File: config.mk
export PLATFORM = sky130hd
export DESIGN_NAME = tecc_channel
export DESIGN_NICKNAME = d
export VERILOG_FILES = /design/src/design/tecc_pkg.sv /design/src/design/tecc_evt_if.sv /design/src/design/tecc_prescaler.sv /design/src/design/tecc_edge_det.sv /design/src/design/tecc_channel.sv
export SDC_FILE = /design/constraint.sdc
export NUM_CORES = 1
export LEC_CHECK = 0
export BUFFER_PORTS_ARGS = -buffer_cell sky130_fd_sc_hd__buf_2
export CORE_UTILIZATION = 40
export CTS_CLUSTER_DIAMETER = 200
export CTS_CLUSTER_SIZE = 10
export DETAILED_ROUTE_END_ITERATION = 8
export PLACE_DENSITY_LB_ADDON = 0.05
export SYNTH_ARGS = -nofsm -noshare
export SYNTH_HDL_FRONTEND = slang
export SYNTH_SLANG_ARGS = --single-unit
File: constraint.sdc
create_clock -name clk_sys_i -period 4.4 [get_ports clk_sys_i]
set_input_delay 0.22 -clock clk_sys_i [delete_from_list [all_inputs] [get_ports clk_sys_i]]
set_output_delay 0.22 -clock clk_sys_i [all_outputs]
set_load 0.02 [all_outputs]
File: src/design/tecc_pkg.sv
// Purpose: constants and helpers of the timer/event counter control
// Assumes: one channel, 16-bit register data port
// Notes:   8-bit control registers sit in the low data bits
package tecc_pkg;

    // ------------------------------------------------------------
    // register map
    // ------------------------------------------------------------
    localparam logic [31:0] TECC_RUN_CLK_OFS  = 32'hfffff590;
    localparam logic [31:0] TECC_MODE_TRG_OFS = 32'h0ffff591;
    localparam logic [31:0] TECC_OUT_CTL_OFS  = 32'hfffff592;
    localparam logic [31:0] TECC_CAP_EDG_OFS  = 32'hfffff593;
    localparam logic [31:0] TECC_EVT_EDG_OFS  = 32'hfffff594;
    localparam logic [31:0] TECC_OPTION_OFS   = 32'hfffff595;
    localparam logic [31:0] TECC_COMPARE_BUFFER0_OFS     = 32'hfffff596;
    localparam logic [31:0] TECC_COMPARE_BUFFER1_OFS     = 32'hfffff598;
    localparam logic [31:0] TECC_CNT_OFS      = 32'hfffff59a;

    localparam logic [7:0]  TECC_CTRL_RST     = 8'h00;
    localparam logic [15:0] TECC_CCR_RST      = 16'h0000;
    localparam logic [15:0] TECC_CNT_STOP     = 16'hffff;

    // ------------------------------------------------------------
    // field positions
    // ------------------------------------------------------------
    localparam int TECC_RUN_BIT  = 7;
    localparam int TECC_SWT_BIT  = 6;
    localparam int TECC_EEE_BIT  = 5;
    localparam int TECC_OVF_BIT  = 0;
    localparam int TECC_CCS0_BIT = 4;
    localparam int TECC_CCS1_BIT = 5;

    // even channel divides by 64/128, odd by 256/512
    localparam logic TECC_ODD_CH = 1'b0;

    typedef enum logic [2:0] {
        TECC_MD_INTERVAL = 3'h0,
        TECC_MD_EVENT    = 3'h1,
        TECC_MD_TRIGGER  = 3'h2,
        TECC_MD_ONESHOT  = 3'h3,
        TECC_MD_PWM      = 3'h4,
        TECC_MD_FREERUN  = 3'h5,
        TECC_MD_PWMEAS   = 3'h6
    } tecc_mode_t;

    // valid edge from a 2-bit selection: none/rise/fall/both
    function automatic logic tecc_edge_hit(input logic [1:0] sel,
                                           input logic       rise,
                                           input logic       fall);
        tecc_edge_hit = (sel[0] & rise) | (sel[1] & fall);
    endfunction : tecc_edge_hit

endpackage : tecc_pkg

File: src/design/tecc_evt_if.sv
// Purpose: edge and tick signals between the channel modules
// Assumes: single clock domain
// Notes:   none
`timescale 1ns/1ns
`default_nettype none
interface tecc_evt_if;
    logic [1:0] rise;
    logic [1:0] fall;
    logic       tick;

    modport edge_src (output rise, output fall);
    modport tick_src (output tick);
    modport sink     (input rise, input fall, input tick);
endinterface : tecc_evt_if
`default_nettype wire

File: src/design/tecc_prescaler.sv
// Purpose: count-enable pulse at the selected internal division
// Assumes: run low clears the divider
// Notes:   tick is one cycle wide
`timescale 1ns/1ns
`default_nettype none
module tecc_prescaler
    import tecc_pkg::*;
(
    input  wire logic       clk_sys_i,
    input  wire logic       resetn_i,
    input  wire logic       ce_i,
    input  wire logic       run_i,
    input  wire logic [2:0] sel_i,
    tecc_evt_if.tick_src    evt
);
    logic [8:0] div_q;
    logic [8:0] mask;

    always_comb begin
        unique case (sel_i)
            3'h0: mask = 9'h000;
            3'h1: mask = 9'h001;
            3'h2: mask = 9'h003;
            3'h3: mask = 9'h007;
            3'h4: mask = 9'h00f;
            3'h5: mask = 9'h01f;
            3'h6: mask = TECC_ODD_CH ? 9'h0ff : 9'h03f;
            3'h7: mask = TECC_ODD_CH ? 9'h1ff : 9'h07f;
        endcase
    end

    always_ff @(posedge clk_sys_i or negedge resetn_i) begin
        if (!resetn_i) begin
            div_q <= 9'h000;
        end else if (ce_i) begin
            div_q <= run_i ? div_q + 9'h001 : 9'h000;
        end
    end

    assign evt.tick = run_i && ((div_q & mask) == mask);
endmodule : tecc_prescaler
`default_nettype wire

File: src/design/tecc_edge_det.sv
// Purpose: synchronise both timer inputs and flag their edges
// Assumes: pins are asynchronous to the main clock
// Notes:   one pulse per edge
`timescale 1ns/1ns
`default_nettype none
module tecc_edge_det
    import tecc_pkg::*;
(
    input  wire logic       clk_sys_i,
    input  wire logic       resetn_i,
    input  wire logic       ce_i,
    input  wire logic [1:0] pin_i,
    tecc_evt_if.edge_src    evt
);
    logic [1:0] meta_q;
    logic [1:0] sync_q;
    logic [1:0] prev_q;

    for (genvar k = 0; k < 2; k++) begin : g_pin
        always_ff @(posedge clk_sys_i or negedge resetn_i) begin
            if (!resetn_i) begin
                meta_q[k] <= 1'b0;
                sync_q[k] <= 1'b0;
                prev_q[k] <= 1'b0;
            end else if (ce_i) begin
                meta_q[k] <= pin_i[k];
                sync_q[k] <= meta_q[k];
                prev_q[k] <= sync_q[k];
            end
        end
        assign evt.rise[k] = ce_i & sync_q[k] & ~prev_q[k];
        assign evt.fall[k] = ce_i & ~sync_q[k] & prev_q[k];
    end
endmodule : tecc_edge_det
`default_nettype wire

File: src/design/tecc_channel.sv
// Purpose: control part of one 16-bit timer/event counter channel
// Assumes: register port is synchronous, read data one cycle later
// Notes:   run low holds the channel in its stop state
//
// Overview of operation
// - each input edge select: none/rise/fall/both
// - counter clocked by prescaler or event edges
// - channel 0 match or capture interrupt
// - channel 1 match or capture interrupt
// - overflow interrupt after counting past all ones
// - run low resets flag, counter, outputs
// - run high starts counting; trigger and one-shot modes wait for a trigger
// - clock select picks division one to 128
// - same-value rewrite of run register harmless
// - software trigger acts as external trigger
// - software trigger ignored in other modes
// - event enable picks event or internal clock
// - event count mode always counts events
// - mode field selects seven timer modes
// - input pin 0 captures, counts, triggers
// - output control sets pin enable and level
// - stopped counter holds ones, reads zero
// - compare writes land in hidden buffer
`timescale 1ns/1ns
`default_nettype none
module tecc_channel
    import tecc_pkg::*;
(
    input  wire logic        clk_sys_i,
    input  wire logic        resetn_i,
    input  wire logic        ce_i,
    input  wire logic [31:0] addr_i,
    input  wire logic [15:0] wdata_i,
    input  wire logic        wr_i,
    input  wire logic        rd_i,
    output logic      [15:0] rdata_o,
    input  wire logic        timer_input_pin0_i,
    input  wire logic        timer_input_pin1_i,
    output logic             timer_output_pin0_o,
    output logic             timer_output_pin1_o,
    output logic             match_capture_irq0_o,
    output logic             match_capture_irq1_o,
    output logic             overflow_irq_o
);
    typedef enum logic [2:0] {
        TECC_ST_IDLE  = 3'b001,
        TECC_ST_WAIT  = 3'b010,
        TECC_ST_COUNT = 3'b100
    } tecc_state_t;

    // ------------------------------------------------------------
    // registers
    // ------------------------------------------------------------
    logic [7:0]  run_clock_control_reg_q;
    logic [7:0]  mode_trigger_control_reg_q;
    logic [7:0]  output_control_reg_q;
    logic [7:0]  capture_edge_reg_q;
    logic [7:0]  event_trigger_edge_reg_q;
    logic [5:4]  ccs_q;
    logic        overflow_flag_q;
    logic [15:0] ccr_q [2];
    logic [15:0] cmp_q [2];
    logic [15:0] cnt_q;
    logic [15:0] cnt_d;
    tecc_state_t state_q;
    tecc_state_t state_d;
    logic [1:0]  tout_raw_q;
    logic [1:0]  tout_raw_d;

    tecc_evt_if evt ();

    logic        run;
    logic [2:0]  mode;
    logic        wr_ctl0;
    logic        wr_ctl1;
    logic        sw_trig;
    logic        ext_sel;
    logic        ev_hit;
    logic        trg_hit;
    logic        cnt_en;
    logic        counting;
    logic        trg_mode;
    logic        clr_mode;
    logic        pulse_mode;
    logic        ovf_evt;
    logic [1:0]  cap_hit;
    logic [1:0]  cmp_hit;
    logic [1:0]  cc_evt;

    assign run  = run_clock_control_reg_q[TECC_RUN_BIT];
    assign mode = mode_trigger_control_reg_q[2:0];
    assign wr_ctl0 = ce_i && wr_i && (addr_i == TECC_RUN_CLK_OFS);
    assign wr_ctl1 = ce_i && wr_i && (addr_i == TECC_MODE_TRG_OFS);

    // ------------------------------------------------------------
    // sub-blocks
    // ------------------------------------------------------------
    tecc_prescaler u_pre (
        .clk_sys_i (clk_sys_i),
        .resetn_i  (resetn_i),
        .ce_i      (ce_i),
        .run_i     (run),
        .sel_i     (run_clock_control_reg_q[2:0]),
        .evt       (evt.tick_src)
    );

    tecc_edge_det u_edge (
        .clk_sys_i (clk_sys_i),
        .resetn_i  (resetn_i),
        .ce_i      (ce_i),
        .pin_i     ({timer_input_pin1_i, timer_input_pin0_i}),
        .evt       (evt.edge_src)
    );

    // ------------------------------------------------------------
    // mode decoding
    // ------------------------------------------------------------
    assign trg_mode = (mode == TECC_MD_TRIGGER) ||
                      (mode == TECC_MD_ONESHOT);
    assign clr_mode = (mode <= TECC_MD_PWM);
    assign pulse_mode = trg_mode || (mode == TECC_MD_PWM);
    assign counting = run && (state_q == TECC_ST_COUNT);
    assign ext_sel = (mode == TECC_MD_EVENT) ||
                     mode_trigger_control_reg_q[TECC_EEE_BIT];
    // pin 0 serves event count, trigger and capture
    assign ev_hit = tecc_edge_hit(event_trigger_edge_reg_q[3:2],
                                  evt.rise[0], evt.fall[0]);
    assign sw_trig = wr_ctl1 && wdata_i[TECC_SWT_BIT] && trg_mode;
    assign trg_hit = trg_mode && (sw_trig ||
                     tecc_edge_hit(event_trigger_edge_reg_q[1:0],
                                   evt.rise[0], evt.fall[0]));
    assign cnt_en = ce_i && (ext_sel ? ev_hit : evt.tick);

    for (genvar k = 0; k < 2; k++) begin : g_cc
        assign cap_hit[k] = counting &&
            ((mode == TECC_MD_PWMEAS) ||
             ((mode == TECC_MD_FREERUN) && ccs_q[TECC_CCS0_BIT + k])) &&
            tecc_edge_hit(capture_edge_reg_q[2*k +: 2],
                          evt.rise[k], evt.fall[k]);
        assign cmp_hit[k] = counting && cnt_en && !cap_hit[k] &&
            (mode != TECC_MD_PWMEAS) && (cnt_q == cmp_q[k]) &&
            !((mode == TECC_MD_FREERUN) && ccs_q[TECC_CCS0_BIT + k]);
        assign cc_evt[k] = cap_hit[k] || cmp_hit[k];
    end

    assign ovf_evt = counting && cnt_en && (cnt_q == TECC_CNT_STOP) &&
                     !(clr_mode && cmp_hit[0]);

    // ------------------------------------------------------------
    // control registers
    // ------------------------------------------------------------
    always_ff @(posedge clk_sys_i or negedge resetn_i) begin
        if (!resetn_i) begin
            run_clock_control_reg_q <= TECC_CTRL_RST;
        end else if (wr_ctl0) begin
            // reserved bits kept zero; same value changes nothing
            run_clock_control_reg_q <= {wdata_i[7], 4'h0,
                                        wdata_i[2:0]};
        end
    end

    always_ff @(posedge clk_sys_i or negedge resetn_i) begin
        if (!resetn_i) begin
            mode_trigger_control_reg_q <= TECC_CTRL_RST;
        end else if (wr_ctl1) begin
            // trigger bit is a strobe and reads zero
            mode_trigger_control_reg_q <= {2'h0, wdata_i[5],
                                           2'h0, wdata_i[2:0]};
        end
    end

    always_ff @(posedge clk_sys_i or negedge resetn_i) begin
        if (!resetn_i) begin
            output_control_reg_q     <= TECC_CTRL_RST;
            capture_edge_reg_q       <= TECC_CTRL_RST;
            event_trigger_edge_reg_q <= TECC_CTRL_RST;
            ccs_q                    <= 2'h0;
        end else if (ce_i && wr_i) begin
            unique case (addr_i)
                TECC_OUT_CTL_OFS:
                    output_control_reg_q <= {4'h0, wdata_i[3:0]};
                TECC_CAP_EDG_OFS:
                    capture_edge_reg_q <= {4'h0, wdata_i[3:0]};
                TECC_EVT_EDG_OFS:
                    event_trigger_edge_reg_q <= {4'h0, wdata_i[3:0]};
                TECC_OPTION_OFS:
                    ccs_q <= wdata_i[5:4];
                default: ;
            endcase
        end
    end

    // overflow flag: hardware set wins over a software clear
    always_ff @(posedge clk_sys_i or negedge resetn_i) begin
        if (!resetn_i) begin
            overflow_flag_q <= 1'b0;
        end else if (ce_i) begin
            if (!run) begin
                overflow_flag_q <= 1'b0;
            end else if (ovf_evt) begin
                overflow_flag_q <= 1'b1;
            end else if (wr_i && addr_i == TECC_OPTION_OFS) begin
                overflow_flag_q <= wdata_i[TECC_OVF_BIT];
            end
        end
    end

    // capture/compare registers and hidden compare buffers
    for (genvar k = 0; k < 2; k++) begin : g_ccr
        always_ff @(posedge clk_sys_i or negedge resetn_i) begin
            if (!resetn_i) begin
                ccr_q[k] <= TECC_CCR_RST;
                cmp_q[k] <= TECC_CCR_RST;
            end else if (ce_i) begin
                if (cap_hit[k]) begin
                    ccr_q[k] <= cnt_q;
                end else if (wr_i && addr_i ==
                             (k == 0 ? TECC_COMPARE_BUFFER0_OFS : TECC_COMPARE_BUFFER1_OFS)) begin
                    ccr_q[k] <= wdata_i;
                    cmp_q[k] <= wdata_i;
                end
            end
        end
    end

    // ------------------------------------------------------------
    // sequencing and counter
    // ------------------------------------------------------------
    always_comb begin
        state_d    = state_q;
        cnt_d      = cnt_q;
        tout_raw_d = tout_raw_q;
        unique case (state_q)
            TECC_ST_IDLE: begin
                if (run) begin
                    state_d = trg_mode ? TECC_ST_WAIT : TECC_ST_COUNT;
                    cnt_d   = trg_mode ? TECC_CNT_STOP : 16'h0000;
                    tout_raw_d[1] = pulse_mode && !trg_mode;
                end
            end
            TECC_ST_WAIT: begin
                if (trg_hit) begin
                    state_d = TECC_ST_COUNT;
                    cnt_d   = 16'h0000;
                    tout_raw_d[1] = 1'b1;
                end
            end
            TECC_ST_COUNT: begin
                if (mode == TECC_MD_TRIGGER && trg_hit) begin
                    cnt_d = 16'h0000;
                    tout_raw_d[1] = 1'b1;
                end else if (cap_hit[0] && mode == TECC_MD_PWMEAS) begin
                    cnt_d = 16'h0000;
                end else if (cmp_hit[0] && clr_mode) begin
                    if (mode == TECC_MD_ONESHOT) begin
                        state_d = TECC_ST_WAIT;
                        cnt_d   = TECC_CNT_STOP;
                    end else begin
                        cnt_d = 16'h0000;
                    end
                    tout_raw_d[1] = pulse_mode && !trg_mode;
                end else if (cnt_en) begin
                    cnt_d = cnt_q + 16'h0001;
                end
                if (cmp_hit[0] && !pulse_mode) begin
                    tout_raw_d[0] = ~tout_raw_q[0];
                end
                if (cmp_hit[1]) begin
                    tout_raw_d[1] = pulse_mode ? 1'b0 : ~tout_raw_q[1];
                end
            end
            default: begin
                state_d = TECC_ST_IDLE;
            end
        endcase
        if (!run) begin
            state_d    = TECC_ST_IDLE;
            cnt_d      = TECC_CNT_STOP;
            tout_raw_d = 2'h0;
        end
    end

    always_ff @(posedge clk_sys_i or negedge resetn_i) begin
        if (!resetn_i) begin
            state_q    <= TECC_ST_IDLE;
            cnt_q      <= TECC_CNT_STOP;
            tout_raw_q <= 2'h0;
        end else if (ce_i) begin
            state_q    <= state_d;
            cnt_q      <= cnt_d;
            tout_raw_q <= tout_raw_d;
        end
    end

    // ------------------------------------------------------------
    // outputs
    // ------------------------------------------------------------
    always_ff @(posedge clk_sys_i or negedge resetn_i) begin
        if (!resetn_i) begin
            timer_output_pin0_o <= 1'b0;
            timer_output_pin1_o <= 1'b0;
        end else if (ce_i) begin
            // disabled pin shows its level bit
            timer_output_pin0_o <= output_control_reg_q[0] ?
                tout_raw_d[0] ^ output_control_reg_q[1] :
                output_control_reg_q[1];
            timer_output_pin1_o <= output_control_reg_q[2] ?
                tout_raw_d[1] ^ output_control_reg_q[3] :
                output_control_reg_q[3];
        end
    end

    always_ff @(posedge clk_sys_i or negedge resetn_i) begin
        if (!resetn_i) begin
            match_capture_irq0_o <= 1'b0;
            match_capture_irq1_o <= 1'b0;
            overflow_irq_o       <= 1'b0;
        end else begin
            match_capture_irq0_o <= ce_i && cc_evt[0];
            match_capture_irq1_o <= ce_i && cc_evt[1];
            overflow_irq_o       <= ce_i && ovf_evt;
        end
    end

    always_ff @(posedge clk_sys_i or negedge resetn_i) begin
        if (!resetn_i) begin
            rdata_o <= 16'h0000;
        end else if (ce_i) begin
            rdata_o <= 16'h0000;
            if (rd_i) begin
                unique case (addr_i)
                    TECC_RUN_CLK_OFS:  rdata_o <= {8'h00,
                        run_clock_control_reg_q};
                    TECC_MODE_TRG_OFS: rdata_o <= {8'h00,
                        mode_trigger_control_reg_q};
                    TECC_OUT_CTL_OFS:  rdata_o <= {8'h00,
                        output_control_reg_q};
                    TECC_CAP_EDG_OFS:  rdata_o <= {8'h00,
                        capture_edge_reg_q};
                    TECC_EVT_EDG_OFS:  rdata_o <= {8'h00,
                        event_trigger_edge_reg_q};
                    TECC_OPTION_OFS:   rdata_o <= {10'h000, ccs_q,
                        3'h0, overflow_flag_q};
                    TECC_COMPARE_BUFFER0_OFS:     rdata_o <= ccr_q[0];
                    TECC_COMPARE_BUFFER1_OFS:     rdata_o <= ccr_q[1];
                    TECC_CNT_OFS:      rdata_o <= run ? cnt_q :
                                                  16'h0000;
                    default:           rdata_o <= 16'h0000;
                endcase
            end
        end
    end
endmodule : tecc_channel
`default_nettype wire

## After elaboration in Yosys (flattened, before gate mapping)

Memory sizes are Yosys's and may differ from the RTL's.
Index checks and enable logic that the tools add are counted.

- Reduce and logical (&&, ||, !) cells: 65
- $add $sub $neg: 2
- Shift operators: 0
- Div/mod/pow operators: 0
- Multipliers: 0
- Equal/unequal tests: 31
- Bitwise operators: 31
- Order comparisons: 1
- Multiplexer cells: 41

Operators with widths:

| operator | count |
|---|---|
| == test 32 bit, second input constant | 8 |
| two-way mux 16 bit | 14 |
| case mux 16 bit (9 select lines) | 1 |
| case mux 16 bit (3 select lines) | 1 |
| logical AND 1 bit | 37 |
| == test 16 bit | 2 |
| == test 32 x 28 -> 1 bit, second input constant | 1 |
| two-way mux 3 bit | 7 |
| adder 16 x 1 -> 16 bit, second input constant | 1 |
| AND 1 bit | 16 |
| == test 16 bit, second input constant | 1 |
| two-way mux 1 bit | 14 |
| AND reduction 2 bit | 7 |
| == test 3 bit, second input constant | 4 |
| != test 3 bit, second input constant | 4 |
| adder 9 x 1 -> 9 bit, second input constant | 1 |
| AND 9 bit | 1 |
| == test 3 x 2 -> 1 bit, second input constant | 3 |
| == test 9 bit | 1 |
| two-way mux 9 bit | 1 |
| case mux 3 bit (3 select lines) | 1 |
| logical OR 1 bit | 8 |
| inverter 1 bit | 8 |
| logical NOT 1 bit | 7 |
| other kinds (14) | 22 |

- Memories: 1
- Input port bits: 55
- Memory bits (read-only): 56
- Output and inout bits: 21
- Bits in registers: 144
- Bits in writable memories: 0
- Word-level logic and storage cells: 199
- Bits in latches: 0

Memory list:

| memory | depth | bits a word | rd ports | clocked after Yosys merged registers in | write ports | RTL line | RTL |
|---|---|---|---|---|---|---|---|
| (name not given) | 8 | 7 | 1 | 0 | 0 | tecc_prescaler.sv:20 | `unique case (sel_i)` |

## Logic depth before layout (Yosys ltp)

Gate-level depths: netlist of run 1.

- Depth after elaboration: 21
- Gate-level depth with buffers: 10
- Mapped depth without buffers: 8

## Cells and area by module

Synthesis of run 1 repeated with hierarchy kept, for this count alone.

- Cells, all modules: 738
- Area total of the unflattened synthesis: 7,686.1 um^2

Modules (own cells, without submodules):

| module | cells an instance | times used | seq. area each (um^2) | area an instance (um^2) |
|---|---|---|---|---|
| tecc_channel | 676 | 1 | 3,249.4 | 6,985.4 |
| tecc_prescaler | 45 | 1 | 175.2 | 409.1 |
| tecc_edge_det | 17 | 1 | 150.1 | 291.5 |

## Worst setup path before layout of run 1

No wires, ideal clock.

- Kind: register -> register
- From: register cnt_q[1]
- To: register timer_output_pin1_o
- Buffers on the path: 1
- Required time: 4.331 ns
- Slack: 2.028 ns
- Cell stages (with the launch flop): 10
- Setup time: 0.069 ns
- Clock period less this slack: 2.372 ns
- Arrival time: 2.303 ns
- Cells stage by stage: dfstp_2 > clkbuf_1 > xor2_1 > nor4_1 > nand2_1 > nor4_1 > nand2_1 > a41o_1 > or3_1 > nand3_1

- Cells in the longest elaborated chain, start to end: 12
- Elaborated cells on any way between the ends: 15
- Those cells by class: eq/ne (2); mux (7); bitwise (1); reduce/logical (5)

RTL lines:

| what | RTL line | RTL |
|---|---|---|
| from (decl) | tecc_channel.sv:63 | `logic [15:0] cnt_q;` |
| from (signal assigned) | tecc_channel.sv:290 | `cnt_q <= cnt_d;` |
| == test 16 bit | tecc_channel.sv:141 | `(mode != TECC_MD_PWMEAS) && (cnt_q == cmp_q[k]) &&` |
| logical AND 1 bit (2 in a row) | tecc_channel.sv:141 |  |
| logical AND 1 bit | tecc_channel.sv:254 | `end else if (cmp_hit[0] && clr_mode) begin` |
| two-way mux 1 bit | tecc_channel.sv:254 |  |
| two-way mux 1 bit | tecc_channel.sv:252 | `end else if (cap_hit[0] && mode == TECC_MD_PWMEAS) begin` |
| two-way mux 1 bit | tecc_channel.sv:249 | `if (mode == TECC_MD_TRIGGER && trg_hit) begin` |
| two-way mux 1 bit (*) | tecc_channel.sv:268 | `if (cmp_hit[1]) begin` |
| case mux 1 bit (3 select lines) (*) | tecc_channel.sv:233 | `unique case (state_q)` |
| two-way mux 2 bit (*) | tecc_channel.sv:276 | `if (!run) begin` |
| XOR 1 bit (*) | tecc_channel.sv:308 | `tout_raw_d[1] ^ output_control_reg_q[3] :` |
| two-way mux 1 bit (*) | tecc_channel.sv:307 | `timer_output_pin1_o <= output_control_reg_q[2] ?` |
| to (signal assigned) | tecc_channel.sv:307 |  |
| to (decl) | tecc_channel.sv:40 | `output logic timer_output_pin1_o,` |

Mark *: on every way between the ends. The rest lies on a longest branch, timed or not.
A chain may end at the register's enable or synchronous reset.

## Worst setup path after layout of run 1

Ends and elaborated chain as after synthesis.

==> impl_metrics.csv, run 1 <==
group,metric,value,unit
floorplan,core_area,18890,sq um
drt,vias,6426,
grt,grt-ovfl-total,0,
critical_path,critPathMaxStageDelay,0.73,ns
worst_hold_path,worst_hold_path.endpoint,"u_edge.meta_q[0]$_DFFE_PN0P_",
grt,grt_pass1_vias,6261,
drt,wirelength,23.26,mm
floorplan,die_h,141.6,microns
pwr,clkPwrFrac,35.8,%
sta,slew_headroom,23.85,%
drt,drc,0,
pwr,netSwitchingFraction,33.62,%
sta,worst_clock_skew,0.009693,ns
clock_network,clkLatencyLatePin,0.43,ns
placement,preCtsSetupSlack,1.317,ns
critical_path,rrSetupSlack,1.40,ns
drt,drt_iter0_markers,629,
yosys,synth_nets,829,
yosys,ys_seq_area_share,45.86,%
pwr,total_leakage_power,4.100,nW
sta,period_share,68.11,%
pwr,switching_power,1.464,mW
yosys,synth_edf_count,0,
critical_path,startpoint,"cnt_q[1]$_DFFE_PN1P_",
placement,numPortBuffers,75,
layout,antenna_cells,0,
clock_network,h-tree-depth,4,
sta,fin_ws,1.403,ns
floorplan,die_w,141.6,microns
critical_path,cp_slowest_cell,"nor4_1",
grt,grt_usage,24.37,%
floorplan,ios,76,
yosys,synthCells,772,
sta,min_period,2.997,ns
grt,antenna_found_initial,1,
placement,gp_congestion,0.9010,
drt,detail_route.vias_per_cell,5.874,
yosys,ys_ff_latch,142,
yosys,ys_warn_count,0,
sta,hold_viol_final,0,
pwr,ir_drop,0.0002915,V
pwr,p_comb_share,22.4,%
drt,ant_nets,0,
yosys,yosysTopAreaCellShare,40.13,%
clock_network,clock_sinks,142,
floorplan,start_util,41.26,%
yosys,async_flop_share,100.0,%
yosys,synth_area,7795,sq um
worst_hold_path,hold-path-cell-count,2,
sta,fin_tns_setup,0,ns
yosys,synth_cell_types,70,
pwr,intPower,2.891,mW
floorplan,dieArea,20050,sq um
placement,hpwlAfterDp,16.34,mm
critical_path,worst_ep_arrival_time,3.35,ns
critical_path,reg2reg_to,"timer_output_pin1_o$_DFFE_PN0P_",
run_status,outcome,"completed",
floorplan,fp-row-count,50,
clock_network,clk_path_buf_depth,2,
yosys,yosys-top-cells-area,"dfrtp_1, dfstp_2, a21oi_1, mux2_2, mux2_1",
critical_path,ff2ff_path_depth,8,
layout,drive_gt1_share,22.30,%
run,max-cap-violations,0,
clock_network,ctsRootBufferMaster,"clkbuf_16",
pwr,seqPwrFrac,41.8,%
sta,worstMarginPinSlew,1.140,ns
critical_path,crit_path_end_kind,"register",
yosys,synth_top_cell_by_area,"dfrtp_1",
grt,grt_pass1_wl,36.42,mm
sta,fmax,0.3337,GHz
sta,rsz0062_at_grt,"false",
sta,drv_slew,0,
clock_network,cts_tree,"built",
critical_path,cp_max_fo,9,
pwr,finalPower,4.355,mW
layout,layout.cells.non_filler,1094,
clock_network,numCtsBuffers,17,
critical_path,cp-start-kind,"register",
drt,wl_per_cell,21.26,microns
grt,grt_max_degree,111,
critical_path,cp_top_family,"simple AND/OR/NAND/NOR gates",
drt,first_pass_iters,8,
critical_path,crit_chain,"xor2_1, nor4_1, nand2_1, nor4_1, nand2_1, a41o_1, or3_1, nand3_1",
layout,synthToLayoutAreaGrowth,14.91,%
critical_path,crit_required,4.76,ns
critical_path,worstSetupPathType,"reg -> reg",
yosys,synthFlopType,"dfrtp_1",
sta,setup_viol,0,
worst_hold_path,hold_start,"timer_input_pin0_i",
pwr,powerDensity,486.2,nW/um^2
layout,nets,879,
clock_network,clk_pin_slew,0.06,ns
placement,dp_cells,1062,
yosys,avgSynthCellArea,10.10,sq um
critical_path,path_buf_inv,0,
critical_path,timing.rr.start,"cnt_q[1]$_DFFE_PN1P_",
worst_hold_path,worstHoldPathType,"in -> reg",
[metrics by stage]
step / util, % / instance area (sq um) / hold WS [ns]
6_report: 47.41 / 8957 / 0.02496
5_1_grt: 47.41 / 8957 / 0.01515
4_1_cts: 47.41 / 8957 / 0.01763
3_5_place_dp: 44.03 / 8319 / 0.4449
3_3_place_gp: 44.03 / 8319 / 0.4271
2_1_floorplan: - / 7795 / -0.07559
[worst max path at each step]
stage | to | slack [ns] | cells after the start
after floorplan | timer_output_pin1_o$_DFFE_PN0P_ | 2.03 | 9
after global placement | ccr_q[30]$_DFFE_PN0P_ | 1.33 | 10
after detailed placement | ccr_q[28]$_DFFE_PN0P_ | 1.32 | 9
after CTS | timer_output_pin1_o$_DFFE_PN0P_ | 1.49 | 8
after global routing | overflow_flag_q$_DFFE_PN0P_ | 1.30 | 7
final | timer_output_pin1_o$_DFFE_PN0P_ | 1.40 | 8
[cell usage after synthesis (all sizes together) (2+ instances only)]
library cell / n
a211oi: 2
a21boi: 2
a21o: 7
a21oi: 89
a221oi: 11
a222oi: 16
a22o: 7
a22oi: 3
a2bb2oi: 3
a31o: 2
a31oi: 10
and2: 5
and2b: 2
and3: 8
and4: 5
and4bb: 2
buf: 26
clkbuf: 27
dfrtp: 125
dfstp: 17
ha: 2
inv: 19
mux2: 60
mux2i: 18
nand2: 41
nand2b: 8
nand3: 20
nand3b: 4
nand4: 19
nor2: 76
nor2b: 8
nor3: 10
nor3b: 3
nor4: 15
o21a: 4
o21ai: 23
o22a: 6
o2bb2ai: 16
or3: 2
xnor2: 25
xor2: 10
[registers in the layout, summed over array words and instances, names as in the netlist, 2 cells and up]
| register | count |
|---|---|
| capture_edge_reg_q | 4 |
| ccr_q | 32 |
| ccs_q | 2 |
| cmp_q | 32 |
| cnt_q | 16 |
| event_trigger_edge_reg_q | 4 |
| mode_trigger_control_reg_q | 4 |
| output_control_reg_q | 4 |
| rdata_o | 16 |
| run_clock_control_reg_q | 4 |
| state_q | 3 |
| tout_raw_q | 2 |
| u_edge.meta_q | 2 |
| u_edge.prev_q | 2 |
| u_edge.sync_q | 2 |
| u_pre.div_q | 7 |
[logic make-up (layout without fill, tap and decap cells)]
group / count (synthesis) / in the layout / share of synthesized area [%]
AOI/OAI and AO/OA: 209 / 209 / 18.60
xor gates and xnor gates: 35 / 35 / 3.933
adders and majority gates: 2 / 2 / 0.3210
buffers and inverters: 72 / 134 / 4.029
DFF: 142 / 142 / 45.86
muxes: 78 / 78 / 10.98
and+or+nand+nor: 234 / 234 / 16.28
[final cells by class]
| type | count | area, sq um |
|---|---|---|
| Tap cell | 260 | 325.3 |
| Multi-Input combinational cell | 558 | 3906 |
| Clock inverter | 12 | 185.2 |
| Inverter | 19 | 71.32 |
| Sequential cell | 142 | 3575 |
| Fill cell | 1835 | 9936 |
| Clock buffer | 19 | 442.9 |
| Timing Repair Buffer | 84 | 451.7 |
[power groups by stage]
stage                     Clock [mW]  Combinational (mW)  Sequential [mW]
after floorplan                    0               0.906             1.59
after global routing            1.64                1.07             1.84
after detailed placement           0               0.964             1.83
final                           1.56               0.978             1.82
after global placement             0               0.946             1.83
after CTS                       1.58               0.968             1.81
[what timing repair did]
item                      in CTS  in global routing
gates resized for setup        0                  0
hold buffers                   1                  0
hold endpoints to repair       6                  0
setup buffers                  0                  0
[layer usage]
metal	share of wire (%)	wire length [microns]	global-route usage (%)	vias to the layer above
met1	49	11440	36.98	3208
met4	1.9	435	7.583	0
met3	5.3	1222	3.645	29
met5	0	0	0	-
met2	44	10160	35.44	232
li1	-	-	-	2957
[layout by cell type (no fill, tap or decap), types with 17 or more instances in the layout]
cell type  count
buf_2         74
clkbuf_16     17
xnor2_1       25
o21ai_0       20
inv_1         18
mux2i_1       18
nand2_1       41
mux2_1        29
a21oi_1       89
dfstp_2       17
nand4_1       18
mux2_2        31
nor2_1        74
dfrtp_1      125
nand3_1       19
Note: power is estimated with default switching activity, not from simulation.
==> run 2, diff against run 1 <==
Clock period 4.4 ns to 2.75 ns, I/O delays scaled along.
==> impl_metrics.csv, run 2 (synthesis gave the netlist of run 1 again) <==
group,metric,value,unit
floorplan,die_w,141.6,microns
critical_path,cp_slowest_cell,"or3b_4",
drt,ant_nets,0,
layout,top_regs,"ccr_q x32, cmp_q x32",
worst_hold_path,hold-path-cell-count,2,
sta,period_share,96.48,%
sta,hold_viol_final,0,
critical_path,crit_required,3.08,ns
worst_hold_path,worstHoldPathType,"in -> reg",
critical_path,crit_path_end_kind,"register",
sta,drv_slew,0,
worst_hold_path,hold_start,"wdata_i[8]",
drt,drc,0,
sta,rsz0062_at_grt,"false",
run,max-cap-violations,0,
pwr,seqPwrFrac,39.7,%
layout,mostFrequentLayoutCell,"dfrtp_1",
clock_network,clock_sinks,142,
drt,wirelength,24.11,mm
pwr,clkPwrFrac,33.6,%
critical_path,critPathMaxStageDelay,0.47,ns
sta,worstMarginPinSlew,0.6513,ns
placement,gp_congestion,0.8871,
grt,grt_max_degree,84,
sta,fin_tns_setup,0,ns
clock_network,h-tree-depth,4,
critical_path,timing.rr.start,"state_q[2]$_DFFE_PN0P_",
sta,setup_viol,0,
drt,wl_met3,1.727,mm
critical_path,worst_ep_arrival_time,2.99,ns
layout,multi_input_comb_area,3945,sq um
floorplan,ios,76,
critical_path,crit_cells,7,
critical_path,path_buf_inv,0,
clock_network,ctsRootBufferMaster,"clkbuf_16",
pwr,intPower,4.652,mW
sta,fin_ws,0.09685,ns
placement,dp_cells,1095,
drt,detail_route.vias_per_cell,5.858,
clock_network,clk_path_buf_depth,2,
layout,layout.cells.non_filler,1135,
layout,antenna_cells,0,
placement,hpwlAfterDp,17.67,mm
sta,worst_clock_skew,0.009563,ns
critical_path,crit_chain,"or3b_4, a211oi_2, nand3_1, a31o_1, a311oi_2, o21ai_4, a221oi_2",
clock_network,cts_tree,"built",
grt,antenna_found_initial,0,
drt,wl_met2,10.33,mm
placement,numPortBuffers,75,
grt,grt-ovfl-total,0,
grt,grt_pass1_wl,37.52,mm
layout,final_util,49.30,%
drt,vias,6649,
grt,grt_usage,25.26,%
layout,drive_gt1_share,25.71,%
floorplan,core_area,18890,sq um
run_status,outcome,"completed",
critical_path,cp_top_family,"compound AO/OA/AOI/OAI gates",
drt,first_pass_iters,8,
drt,drt-met1-wl,11.68,mm
layout,synthToLayoutAreaGrowth,19.50,%
clock_network,clk_pin_slew,0.06,ns
placement,preCtsSetupSlack,-0.07256,ns
pwr,powerDensity,758.3,nW/um^2
pwr,ir_drop,0.0004975,V
drt,wl_per_cell,21.24,microns
layout,n_fill_cell,1802,
sta,min_period,2.653,ns
pwr,netSwitchingFraction,34.14,%
clock_network,clkLatencyLatePin,0.43,ns
grt,grt_pass1_vias,6416,
pwr,switching_power,2.411,mW
pwr,total_leakage_power,4.288,nW
critical_path,cp-start-kind,"register",
layout,seq_area,3576,sq um
drt,top_layer_used,"met4",
floorplan,start_util,41.26,%
floorplan,dieArea,20050,sq um
floorplan,fp-row-count,50,
critical_path,startpoint,"state_q[2]$_DFFE_PN0P_",
layout,layout_common_cells,"dfrtp_1, a21oi_1, nor2_1, buf_2, nand2_1",
critical_path,worstSetupPathType,"reg -> reg",
clock_network,numCtsBuffers,17,
critical_path,cp_max_fo,13,
critical_path,ff2ff_path_depth,7,
sta,fmax,0.3769,GHz
layout,nets,919,
pwr,p_comb_share,26.7,%
sta,slew_headroom,56.39,%
floorplan,die_h,141.6,microns
drt,drt_iter0_markers,550,
[run 2: per-stage QoR]
stage | hold WS, ns | power [mW] | area, sq um
after floorplan | -0.1581 | 3.985 | 7795
after CTS | 0.001280 | 7.035 | 9271
final | 0.01843 | 7.063 | 9315
after detailed placement | 0.1629 | 4.635 | 8605
after global routing | 0.02685 | 7.374 | 9315
after global placement | 0.1531 | 4.601 | 8605
[run 2: path summary, 6_finish.rpt]
check	slack, ns	endpoint
setup / recovery	0.1	cnt_q[6]$_DFFE_PN1P_
hold / removal	0.02	cmp_q[8]$_DFFE_PN0P_
setup reg to reg	0.1	cnt_q[6]$_DFFE_PN1P_
hold reg to reg	0.47	rdata_o[3]$_DFFE_PN0P_
max in group asynchronous	1.60	cnt_q[12]$_DFFE_PN1P_
min in group asynchronous	0.25	u_pre.div_q[6]$_DFFE_PN0P_
[run 2: worst register-to-register path, stage by stage, from the launching register on]
cell	delay (ns)
dfrtp_1	0.44
or3b_4	0.47
a211oi_2	0.31
nand3_1	0.14
a31o_1	0.27
a311oi_2	0.37
o21ai_4	0.21
a221oi_2	0.34
[run 2: layout make-up]
type,count,area share (%)
Clock buffer,20,4.688
Tap cell,260,3.492
Multi-Input combinational cell,558,42.35
Clock inverter,12,1.706
Timing Repair Buffer,124,8.610
Sequential cell,142,38.39
Inverter,19,0.7656
[run 2: power groups by stage]
stage	Clock, mW	Combinational (mW)	Sequential [mW]
after floorplan	0	1.45	2.54
after global placement	0	1.78	2.82
after detailed placement	0	1.81	2.83
after CTS	2.41	1.83	2.80
after global routing	2.49	2.04	2.84
final	2.37	1.89	2.81
[run 2: layer usage]
| metal | global-route usage (%) | vias up |
|---|---|---|
| met5 | 0 | - |
| met4 | 6.678 | 0 |
| met3 | 6.075 | 29 |
| met2 | 37.26 | 278 |
| met1 | 36.88 | 3306 |
| li1 | - | 3036 |
[run 2: timing repair]
action	4_1_cts	5_1_grt
resized for setup	2	6
hold buffers	6	0
endpoints found under the setup margin	2	14
hold endpoints to repair	66	0
setup buffers	0	2
==> run 3, diff against run 2 <==
Settings changed: RECOVER_POWER from default to 100.
==> impl_metrics.csv, run 3 (synthesis gave the netlist of run 1 again) <==
group,metric,value,unit
drt,wirelength,24.15,mm
floorplan,fp-row-count,50,
pwr,ir_drop,0.0004993,V
critical_path,cp_top_family,"simple AND/OR/NAND/NOR gates",
sta,fmax,0.3739,GHz
sta,worstMarginPinSlew,1.625,ns
drt,vias,6651,
critical_path,cp_slowest_cell,"or3b_4",
placement,hpwlAfterDp,17.67,mm
layout,final_util,48.72,%
clock_network,clock_sinks,142,
critical_path,startpoint,"state_q[2]$_DFFE_PN0P_",
floorplan,start_util,41.26,%
critical_path,cp_max_fo,7,
run_status,outcome,"finished, violations left",
pwr,total_leakage_power,4.161,nW
floorplan,die_w,141.6,microns
layout,antenna_cells,0,
worst_hold_path,hold_start,"wdata_i[8]",
grt,busiest_layer,"met2",
grt,grt-ovfl-total,0,
clock_network,numCtsBuffers,17,
drt,drt_iter0_markers,469,
clock_network,ctsRootBufferMaster,"clkbuf_16",
clock_network,clk_path_buf_depth,2,
layout,n_fill_cell,1833,
sta,hold_slack,0.02228,ns
sta,setup_viol,0,
grt,met3_usage,6.075,%
placement,numPortBuffers,75,
grt,grt_pass1_vias,6416,
layout,mostFrequentLayoutCell,"dfrtp_1",
layout,layout.cells.non_filler,1135,
layout,synthToLayoutAreaGrowth,18.07,%
sta,period_share,97.25,%
grt,use_met1,36.88,%
critical_path,timing.rr.start,"state_q[2]$_DFFE_PN0P_",
drt,detail_route.vias_per_cell,5.860,
worst_hold_path,worst_hold_path.endpoint,"cmp_q[8]$_DFFE_PN0P_",
grt,grt_usage,25.26,%
pwr,powerDensity,764.7,nW/um^2
drt,drc,0,
layout,drive_gt1_share,22.06,%
clock_network,clk_pin_slew,0.06,ns
critical_path,crit_required,3.11,ns
layout,layout_common_cells,"dfrtp_1, a21oi_1, nor2_1",
critical_path,reg2reg_to,"timer_output_pin1_o$_DFFE_PN0P_",
clock_network,h-tree-depth,4,
floorplan,die_h,141.6,microns
layout,top_regs,"ccr_q x32, cmp_q x32",
floorplan,core_area,18890,sq um
run,max-cap-violations,1,
clock_network,cts_tree,"built",
critical_path,ff2ff_path_depth,8,
sta,min_period,2.674,ns
pwr,finalPower,7.038,mW
grt,grt_max_degree,84,
critical_path,crit_chain,"or3b_4, nor2_4, and4bb_1, a22o_2, nand4_2, a41o_1, or3_1, nand3_1",
grt,antenna_found_initial,0,
critical_path,crit_path_end_kind,"register",
floorplan,dieArea,20050,sq um
sta,fin_ws,0.07565,ns
critical_path,worstSetupPathType,"reg -> reg",
critical_path,worst_ep_arrival_time,3.03,ns
sta,hold_viol_final,0,
drt,ant_nets,0,
critical_path,cp-start-kind,"register",
placement,gp_congestion,0.8871,
worst_hold_path,worstHoldPathType,"in -> reg",
critical_path,critPathMaxStageDelay,0.48,ns
placement,preCtsSetupSlack,-0.07256,ns
sta,drv_slew,61,
drt,first_pass_iters,6,
sta,slew_headroom,-8.365,%
layout,nets,919,
sta,rsz0062_at_grt,"false",
sta,worst_clock_skew,0.009282,ns
grt,grt_use_met2,37.26,%
drt,wl_per_cell,21.27,microns
run_status,violations,"capacitance limit, slew limit",
clock_network,clkLatencyLatePin,0.43,ns
placement,dp_cells,1095,
critical_path,rrSetupSlack,0.08,ns
grt,grt_pass1_wl,37.52,mm
floorplan,ios,76,
worst_hold_path,hold-path-cell-count,2,
critical_path,path_buf_inv,0,
run 3: cell type report:
type / count / area, sq um / share of cell area, %
inverter: 19 / 71.32 / 0.7749
clock buffer: 20 / 436.7 / 4.744
sequential: 142 / 3576 / 38.85
timing repair buffer: 124 / 719.4 / 7.817
clock inverter: 12 / 158.9 / 1.726
tap: 260 / 325.3 / 3.535
multi-input combinational: 558 / 3916 / 42.55
run 3: worst max path at each step:
stage | end | slack (ns) | cells after the start
3_5_place_dp | timer_output_pin1_o$_DFFE_PN0P_ | -0.07 | 9
6_report | timer_output_pin1_o$_DFFE_PN0P_ | 0.08 | 8
5_1_grt | cnt_q[6]$_DFFE_PN1P_ | 0.003 | 9
2_1_floorplan | timer_output_pin1_o$_DFFE_PN0P_ | 0.38 | 9
4_1_cts | cnt_q[6]$_DFFE_PN1P_ | 0.02 | 7
3_3_place_gp | timer_output_pin1_o$_DFFE_PN0P_ | -0.12 | 9
run 3: layer usage:
metal  wire (microns)  vias to the layer above
met5                0                        -
met4              336                        0
met3             1763                       28
met2            10490                      264
met1            11550                     3318
li1                 -                     3041
run 3: per-stage QoR:
step,area (sq um),TNS (ns)
after global routing,9204,0
after floorplan,7795,0
after CTS,9271,0
after detailed placement,8605,-0.07740
after global placement,8605,-0.1200
final,9204,0
run 3: where the power goes:
group          internal [mW]  switching (mW)
Sequential              2.39           0.407
Combinational          0.807            1.06
Clock                   1.43           0.939
Total                   4.64            2.40
run 3: worst reg2reg max path, stage by stage (launching register included):
cell and delay (ns):
dfrtp_1 0.44, or3b_4 0.48, nor2_4 0.22, and4bb_1 0.22
a22o_2 0.21, nand4_2 0.25, a41o_1 0.35, or3_1 0.37
nand3_1 0.08
run 3: what timing repair did:
action / 4_1_cts / 5_1_grt
endpoints found under the setup margin: 2 / 14
hold endpoints to repair: 66 / 0
setup buffers: 0 / 2
resized for setup: 2 / 6
hold buffers: 6 / 0
